<file path="src/rtl/factory_info_pkg.sv">
package factory_info_pkg;

  // Width of one program word.
  localparam int WORD_W = 14;
  // Number of words in each group of the information area.
  localparam int SERIAL_N = 9;
  localparam int CUST_N = 8;
  localparam int TCAL_N = 3;
  localparam int REF_N = 3;

  // Bounds of the information area and of its groups.
  localparam logic [15:0] INFO_BASE = 16'h8100;
  localparam logic [15:0] INFO_LAST = 16'h813F;
  localparam logic [15:0] SERIAL_BASE = 16'h8100;
  localparam logic [15:0] SERIAL_LAST = 16'h8108;
  localparam logic [15:0] CUST_BASE = 16'h810A;
  localparam logic [15:0] CUST_LAST = 16'h8111;
  localparam logic [15:0] TLOW_BASE = 16'h8112;
  localparam logic [15:0] TLOW_LAST = 16'h8114;
  localparam logic [15:0] THIGH_BASE = 16'h8115;
  localparam logic [15:0] THIGH_LAST = 16'h8117;
  localparam logic [15:0] ADC_REF_BASE = 16'h8118;
  localparam logic [15:0] ADC_REF_LAST = 16'h811A;
  localparam logic [15:0] CMP_REF_BASE = 16'h811B;
  localparam logic [15:0] CMP_REF_LAST = 16'h811D;

  // Bounds of the geometry block and its word positions.
  localparam logic [15:0] GEOM_BASE = 16'h8200;
  localparam logic [15:0] GEOM_LAST = 16'h8204;
  localparam logic [2:0] ERASE_ROW_OFS = 3'h0;
  localparam logic [2:0] WRITE_LATCH_OFS = 3'h1;
  localparam logic [2:0] ERASABLE_ROW_OFS = 3'h2;
  localparam logic [2:0] EEPROM_SIZE_OFS = 3'h3;
  localparam logic [2:0] PIN_TOTAL_OFS = 3'h4;

  // Erasable row counts of the two memory variants.
  localparam logic [13:0] ROWS_SMALL = 14'h0080;
  localparam logic [13:0] ROWS_LARGE = 14'h0100;

  // Answer for reserved words inside either range.
  localparam logic [13:0] RESERVED_WORD = 14'h3FFF;

  typedef logic [WORD_W-1:0] word_t;

  // Decoded region of a read address.
  typedef enum logic [3:0] {
    REG_NONE, REG_SERIAL, REG_RESERVED, REG_CUSTOMER, REG_TLOW,
    REG_THIGH, REG_ADC_REF, REG_CMP_REF, REG_GEOM
  } region_e;

  // Kinds of program-memory modification requests.
  typedef enum logic [1:0] {PROG_WRITE, PROG_ROW_ERASE, PROG_BULK_ERASE} prog_kind_e;

  typedef struct packed {
    logic [15:0] addr;
  } read_req_s;

  typedef struct packed {
    word_t data;
    logic hit;
  } read_rsp_s;

  typedef struct packed {
    prog_kind_e kind;
    logic [15:0] addr;
  } prog_req_s;

endpackage

</file>
<file path="src/rtl/factory_info_rom.sv">
`timescale 1ns/1ns
// Operation
// - Information area is a read-only window from 8100h to 813Fh.
// - Nine serial words sit at 8100h to 8108h and form one identifier.
// - No erase or write path changes the serial words.
// - Customer identifier words sit at 810Ah to 8111h, set at manufacture.
// - Bulk erase leaves the customer identifier words intact.
// - Low-range temperature gain, 90 degree reading and offset at 8112h to 8114h.
// - High-range temperature gain, 90 degree reading and offset at 8115h to 8117h.
// - Reference voltages in mV for 1x, 2x, 4x, converter then comparator.
// - Geometry block is read-only; writes and erases never alter it.
// - Geometry words: row size, latches, rows, EEPROM bytes, pins at 8200h to 8204h.
// - Erasable row count reads 128 on the small variant, 256 on the large.
// - Programming and debug tools read both regions like any other reader.
module factory_info_rom
  import factory_info_pkg::*;
#(
  parameter logic [SERIAL_N*WORD_W-1:0] SERIAL_INIT = '0,
  parameter logic [CUST_N*WORD_W-1:0] CUST_INIT = '0,
  parameter logic [TCAL_N*WORD_W-1:0] TLOW_INIT = '0,
  parameter logic [TCAL_N*WORD_W-1:0] THIGH_INIT = '0,
  parameter logic [REF_N*WORD_W-1:0] ADC_REF_INIT = '0,
  parameter logic [REF_N*WORD_W-1:0] CMP_REF_INIT = '0,
  parameter logic [WORD_W-1:0] ERASE_ROW_WORDS = 14'h0020,
  parameter logic [WORD_W-1:0] WRITE_LATCH_WORDS = 14'h0020,
  parameter logic [WORD_W-1:0] EEPROM_BYTES = 14'h0080,
  parameter logic [WORD_W-1:0] PIN_TOTAL = 14'h001C,
  parameter bit LARGE_VARIANT = 1'b0
) (
  // Clock and reset.
  input wire logic clk,
  input wire logic rstn,
  // Read port shared by the memory controller and external tools.
  input wire logic rd_req,
  input wire read_req_s rd_cmd,
  output logic rd_valid,
  output read_rsp_s rd_rsp,
  // Modification requests seen by the protected ranges.
  input wire logic prog_req,
  input wire prog_req_s prog_cmd,
  output logic prog_err
);

  ////////////////////////////////////////////////////////////////////////////
  // Elaboration checks.

  // The large row count needs nine bits of word width.
  if (WORD_W < 9) begin : g_bad_width
    $error("Program word too narrow for the erasable row count.");
  end

  ////////////////////////////////////////////////////////////////////////////
  // Address decode.

  region_e region;
  logic [15:0] ofs;
  word_t lookup;
  logic in_info;
  logic in_geom;

  // Sort the read address into its region and offset.
  always_comb begin
    in_info = (rd_cmd.addr >= INFO_BASE) && (rd_cmd.addr <= INFO_LAST);
    in_geom = (rd_cmd.addr >= GEOM_BASE) && (rd_cmd.addr <= GEOM_LAST);
    region = REG_NONE;
    ofs = 16'h0000;
    if (in_geom) begin
      region = REG_GEOM;
      ofs = rd_cmd.addr - GEOM_BASE;
    end else if (rd_cmd.addr >= SERIAL_BASE && rd_cmd.addr <= SERIAL_LAST) begin
      region = REG_SERIAL;
      ofs = rd_cmd.addr - SERIAL_BASE;
    end else if (rd_cmd.addr >= CUST_BASE && rd_cmd.addr <= CUST_LAST) begin
      region = REG_CUSTOMER;
      ofs = rd_cmd.addr - CUST_BASE;
    end else if (rd_cmd.addr >= TLOW_BASE && rd_cmd.addr <= TLOW_LAST) begin
      region = REG_TLOW;
      ofs = rd_cmd.addr - TLOW_BASE;
    end else if (rd_cmd.addr >= THIGH_BASE && rd_cmd.addr <= THIGH_LAST) begin
      region = REG_THIGH;
      ofs = rd_cmd.addr - THIGH_BASE;
    end else if (rd_cmd.addr >= ADC_REF_BASE && rd_cmd.addr <= ADC_REF_LAST) begin
      region = REG_ADC_REF;
      ofs = rd_cmd.addr - ADC_REF_BASE;
    end else if (rd_cmd.addr >= CMP_REF_BASE && rd_cmd.addr <= CMP_REF_LAST) begin
      region = REG_CMP_REF;
      ofs = rd_cmd.addr - CMP_REF_BASE;
    end else if (in_info) begin
      region = REG_RESERVED;
    end
  end

  // Pick the word; contents are constants so no path can alter them.
  always_comb begin
    lookup = RESERVED_WORD;
    unique case (region)
      REG_NONE: lookup = RESERVED_WORD;
      REG_RESERVED: lookup = RESERVED_WORD;
      REG_SERIAL: lookup = SERIAL_INIT[ofs[3:0]*WORD_W +: WORD_W];
      REG_CUSTOMER: lookup = CUST_INIT[ofs[2:0]*WORD_W +: WORD_W];
      REG_TLOW: lookup = TLOW_INIT[ofs[1:0]*WORD_W +: WORD_W];
      REG_THIGH: lookup = THIGH_INIT[ofs[1:0]*WORD_W +: WORD_W];
      REG_ADC_REF: lookup = ADC_REF_INIT[ofs[1:0]*WORD_W +: WORD_W];
      REG_CMP_REF: lookup = CMP_REF_INIT[ofs[1:0]*WORD_W +: WORD_W];
      REG_GEOM: begin
        unique case (ofs[2:0])
          ERASE_ROW_OFS: lookup = ERASE_ROW_WORDS;
          WRITE_LATCH_OFS: lookup = WRITE_LATCH_WORDS;
          ERASABLE_ROW_OFS: lookup = LARGE_VARIANT ? ROWS_LARGE : ROWS_SMALL;
          EEPROM_SIZE_OFS: lookup = EEPROM_BYTES;
          PIN_TOTAL_OFS: lookup = PIN_TOTAL;
          default: lookup = RESERVED_WORD;
        endcase
      end
    endcase
  end

  ////////////////////////////////////////////////////////////////////////////
  // Registered read answer and write refusal.

  logic valid_r, valid_nxt;
  read_rsp_s rsp_r, rsp_nxt;
  logic err_r, err_nxt;
  logic prog_hit;

  // Any reader, tool or controller, gets the answer one cycle after its request.
  always_comb begin
    valid_nxt = rd_req;
    rsp_nxt = rsp_r;
    if (rd_req) begin
      rsp_nxt.data = lookup;
      rsp_nxt.hit = (region != REG_NONE);
    end
  end

  // Writes and row erases aimed at either range are refused; bulk erase skips them.
  always_comb begin
    prog_hit = ((prog_cmd.addr >= INFO_BASE) && (prog_cmd.addr <= INFO_LAST)) ||
               ((prog_cmd.addr >= GEOM_BASE) && (prog_cmd.addr <= GEOM_LAST));
    err_nxt = prog_req && prog_hit && (prog_cmd.kind != PROG_BULK_ERASE);
  end

  // Register the answer and the refusal pulse.
  always_ff @(posedge clk or negedge rstn) begin
    if (!rstn) begin
      valid_r <= 1'b0;
      rsp_r <= '0;
      err_r <= 1'b0;
    end else begin
      valid_r <= valid_nxt;
      rsp_r <= rsp_nxt;
      err_r <= err_nxt;
    end
  end

  assign rd_valid = valid_r;
  assign rd_rsp = rsp_r;
  assign prog_err = err_r;
endmodule

</file>
<file path="config.mk">
export PLATFORM = sky130hd
export DESIGN_NAME = factory_info_rom
export DESIGN_NICKNAME = d
export VERILOG_FILES = /design/src/rtl/factory_info_pkg.sv /design/src/rtl/factory_info_rom.sv
export SDC_FILE = /design/constraint.sdc
export NUM_CORES = 1
export LEC_CHECK = 0
export ABC_AREA = 1
export BUFFER_PORTS_ARGS = -buffer_cell sky130_fd_sc_hd__buf_2
export CORE_UTILIZATION = 40
export DETAILED_ROUTE_END_ITERATION = 8
export GPL_TIMING_DRIVEN = 1
export PLACE_DENSITY_LB_ADDON = 0.3
export SETUP_SLACK_MARGIN = 0.5
export SLEW_MARGIN = 20
export SYNTH_ARGS = -nofsm -noshare
export SYNTH_HDL_FRONTEND = slang
export SYNTH_SLANG_ARGS = --single-unit
export TNS_END_PERCENT = 10
</file>
<file path="constraint.sdc">
create_clock -name clk -period 1.5 [get_ports clk]
set_clock_uncertainty 0.2 [all_clocks]
set_input_delay 0.3 -clock clk [delete_from_list [all_inputs] [get_ports clk]]
set_output_delay 0.3 -clock clk [all_outputs]
set_load 0.01 [all_outputs]
</file>
==> After elaboration in Yosys (flattened, before gate mapping) <==
Cells that the tools add are included.
{ "classes": {"magnitude_cmp": 19, "addsub": 7, "reduce_logical": 20, "n_shift": 3, "mul": 3, "n_eq_ne": 13, "mux": 17} }
{ "ops": {"columns": ["op", "n"], "rows": [
  ["$le A16 B16 Y1 const B", 10],
  ["$ge A16 B16 Y1 const B", 9],
  ["$shiftx A126 B9 Y14 const A", 1],
  ["$shiftx A112 B8 Y14 const A", 1],
  ["$pmux W14 S5", 1],
  ["$pmux W14 S3", 1],
  ["$shiftx A42 B7 Y14 const A", 1],
  ["$mux W4", 8],
  ["$mux W3", 6],
  ["$eq A4 B3 Y1 const B", 4],
  ["$logic_and A1 B1 Y1", 12],
  ["$sub A4 B4 Y4 const B", 3],
  ["$eq A4 B2 Y1 const B", 2],
  ["$sub A4 B1 Y4 const B", 2],
  ["$mul A4 B3 Y7 const B", 1],
  ["$eq A3 B2 Y1 const B", 2],
  ["$mul A3 B3 Y6 const B", 1],
  ["$reduce_or A2 Y1", 3],
  ["$mul A2 B3 Y5 const B", 1],
  ["$eq A4 B1 Y1 const B", 1],
  ["$eq A4 B4 Y1 const B", 1],
  ["$logic_not A4 Y1", 1],
  ["$reduce_bool A4 Y1", 1],
  ["$reduce_or A4 Y1", 1],
  ["8 further kinds", 8]
]} }
{ "totals": {"in_bits": 38, "register_bits": 17, "word_cells": 86} }

==> Depth between registers and ports, before layout <==
{ "logic_depth": {"depth_word": 13, "mapped_depth": 16, "ltp_nobuf": 16} }

==> Worst setup path after synthesis <==
OpenSTA, ideal clock, no wires.
{ "synth_timing": {"path_type": "input -> register", "from": "input rd_cmd[3] in the netlist's numbering", "to": "register rsp_r (netlist bit rd_rsp[6])", "stages": 15, "arrival_time_ns": 1.519, "n_path_buf": 1, "setup_slack_ns": -0.342, "required_time_ns": 1.177, "setup_time_ns": 0.123, "path_cell_list": "buf_2 -> inv_1 -> nand2_1 -> nor2_1 -> nand2_1 -> nand3_1 -> nand3_1 -> nand2_2 -> nand2_4 -> nor2_4 -> nand2_1 -> nand2_1 -> nand3_2 -> o21bai_4 -> a21oi_2"} }
{ "synth_via": {"elab_chain_len": 13, "word_cells_on_any_way": 71, "cone_classes": "add/sub: 7; mul: 3; order compare: 15; eq/ne: 12; shift: 3; mux: 17; reduce/logical: 14"} }
{ "synth_rtl": {"columns": ["element", "line", "rtl"], "rows": [
  ["from (decl)", "factory_info_rom.sv:35", "input wire read_req_s rd_cmd,"],
  ["branches (longest 12 deep; another with $ge A16 B16 Y1)", null, null],
  ["$pmux W14 S5 *", "factory_info_rom.sv:96", "unique case (region)"],
  ["to (signal assigned)", "factory_info_rom.sv:151", "rsp_r <= rsp_nxt;"],
  ["to (decl)", "factory_info_rom.sv:122", "read_rsp_s rsp_r, rsp_nxt;"]
]} }
Every way passes the cells marked *.
A chain may end at the register's enable or synchronous reset.

==> Worst setup path in the final report <==
{ "layout_timing": {"from": "input rd_cmd[0] in the netlist's numbering", "to": "register rsp_r (netlist bit rd_rsp[6])"} }
The elaborated chain is that of the path after synthesis.

==> results_dict.tcl <==
set metrics [dict create \
    status "finished with violations" \
    violations "design-rule violations, negative setup slack" \
    num_rows 19 \
    cts_tree "built" \
    final_core_util_pct 69.56 \
    antenna_found_initial 0 \
    synth_nets 256 \
    viasPerCell 4.888 \
    drive_above_1_share_pct 53.95 \
    port_buffers 54 \
    cts_root_buffer "clkbuf_4" \
    finalPower_uw 889.4 \
    period_share_pct 121.8 \
    maxCapViolCount 0 \
    area_growth_pct 58.28 \
    synth_warnings 0 \
    synth_top_area_share_pct 17.37 \
    cts_buffers 3 \
    gp_congestion 0.9483 \
    grt_pass1_wl_um 5547 \
    setup.worst_path.start "rd_cmd[0]" \
    path_common_cell "nand2_2" \
    dr.pass1.iters 6 \
    fillers 255 \
    clock_path_buffers 2 \
    wl_per_cell_um 11.30 \
    whs_ns 0.06102 \
    fin_ws_ns -0.3269 \
    crit_buf_inv 2 \
    final-max-slew-violation-count 0 \
    layout_common_cells "buf_2, nand2_1, buf_4" \
    r2r_start "rd_rsp[13]$_DFFE_PN0P_" \
    clock_latency_ns 0.25 \
    path_class "in -> reg" \
    yosys-top-cells-area "nand2_1, dfrtp_1, nor2_1, inv_1, nand3_1" \
    hp-class "in -> reg" \
    final_common_cell "buf_2" \
    rrSetupSlack_ns 0.59 \
    final_hold_viol_count 0 \
    path_cells "buf_4 -> buf_4 -> nor2_4 -> nand2_2 -> nor2_4 -> nand2_1 -> nand2_2 -> nand2_2 -> nand2_2 -> nor2_4 -> a21oi_2 -> nand3_2 -> o21bai_4 -> a21oi_2" \
    ys_types 30 \
    die_y_um 57.99 \
    place_hpwl_um 2662 \
    clock-sinks 7 \
    netlist_area_sq_um 1254 \
    drt_iter0_markers 55 \
    synth_top_area_cell "nand2_1" \
    worstHoldStart "rd_req" \
    crit_fanout 4 \
    cts_max_level 1 \
    rsz0062_at_grt "yes" \
    setup_viol 5 \
    ys_seq_elements 7 \
    ant_nets 0 \
    num_vias 1574 \
    placed_cells 313 \
    grt_overflow_total 0 \
    syn_inst 212 \
    max_freq_mhz 547.4 \
    pin_count 55 \
    powerDensity_nw_per_um2 448.2 \
    die_area_sq_um 3362 \
    dieWidth_um 57.99 \
    critPathSlowestCell "o21bai_4" \
    tightest_slew_ns 0.2641 \
    core_sq_um 2853 \
    arrival_ns 1.76 \
    period_needed_ns 1.827 \
    layoutNonFillerInstCount 322 \
    leakagePower_uw 0.001025 \
    required_ns 1.43 \
    worst_path_largest_cell_delay_ns 0.16 \
    finalNetCount 336 \
    start_util_pct 43.95 \
    grt_usage_pct 20.69 \
    path_delay_family "simple AND/OR/NAND/NOR gates" \
    path_clk_slew_ns 0.05 \
    cp-start-kind "input pin" \
    wl_um 3640 \
    avgSynthCellArea_sq_um 5.914 \
    grt_pass1_vias 1341 \
    grt_max_degree 12 \
    antenna_cells 0 \
    relSlewSlack_pct 82.26 \
    endpoint_kind "flop" \
    final_area_sq_um 1984 \
    ys_seq_area_share_pct 13.97 \
    drc 5 \
    vdd_drop_max_uv 267.2 \
    place_area_sq_um 1682 \
]
==> where the power goes <==
group / switching (uW) / total [uW] / internal (uW)
Clock: 68.9 / 170 / 101
Combinational: 269 / 490 / 221
Sequential: 17.2 / 229 / 211
==> what timing repair did <==
action | CTS | global route
setup buffers | 0 | 4
hold endpoints to repair | 7 | 0
endpoints found under the setup margin | 23 | 23
hold buffers | 1 | 0
gates resized for setup | 40 | 27
pin swaps | 17 | 21
==> registers in the layout, indices dropped and copies added (netlist names) <==
register  flops
rd_rsp        5
prog_err      1
rd_valid      1
==> cell families after synthesis <==
kind of cell,after synthesis,share of synthesized area [%]
flops,7,13.97
buf+inv,41,15.97
simple gates,145,55.89
fa+ha+maj,6,5.988
compound gates,13,8.185
==> cell type report <==
cell class              instances  area (sq um)  share of cell area [%]
clock buffers                   4         26.28                   1.324
inverters                      29         116.4                   5.864
multi-input cells             164          1070                   53.91
flip-flops and latches          7         175.2                   8.827
well taps                      31         38.79                   1.955
repair buffers                 87         558.0                   28.12
==> worst paths after layout <==
kind                                          end  cells past startpoint
max                         rd_rsp[6]$_DFFE_PN0P_                     14
min                            rd_valid$_DFF_PN0_                      1
max reg2reg                rd_rsp[13]$_DFFE_PN0P_                      2
min reg2reg                 rd_rsp[0]$_DFFE_PN0P_                      2
max in group asynchronous      prog_err$_DFF_PN0_                      2
min in group asynchronous   rd_rsp[8]$_DFFE_PN0P_                      2
==> layer usage <==
metal | track usage (%) | vias to the layer above | share of wire, %
met4 | 3.741 | 0 | 1.2
met5 | 0 | - | 0
met3 | 2.232 | 4 | 2.9
met2 | 37.11 | 32 | 52
met1 | 26.96 | 720 | 44
li1 | - | 818 | -
==> cells in the mapped netlist <==
cell type,number
buf_2,1
o21ai_0,2
nor2_1,35
nor2_2,4
o211a_1,1
buf_4,10
buf_6,1
a21oi_1,2
nor2_4,4
nand2_1,58
nand2_2,11
a21oi_2,3
inv_1,24
dfrtp_1,7
nand2_4,1
inv_2,2
nand3_2,3
nand3b_1,1
clkinv_1,3
nand4_1,4
o21a_1,1
ha_1,6
o22ai_1,1
o21ai_1,1
nand3_1,17
nor4_1,2
nor3_1,4
nand4_4,1
a2111oi_0,1
o21bai_4,1
==> metrics by stage <==
stage	TNS, ns	setup slack, ns
2_1_floorplan	-1.389	-0.3419
3_3_place_gp	-3.079	-0.6712
3_5_place_dp	-3.157	-0.6755
4_1_cts	-1.294	-0.3269
5_1_grt	-1.960	-0.4438
6_report	-1.365	-0.3269
No activity file was read; power rests on OpenSTA's default activity.
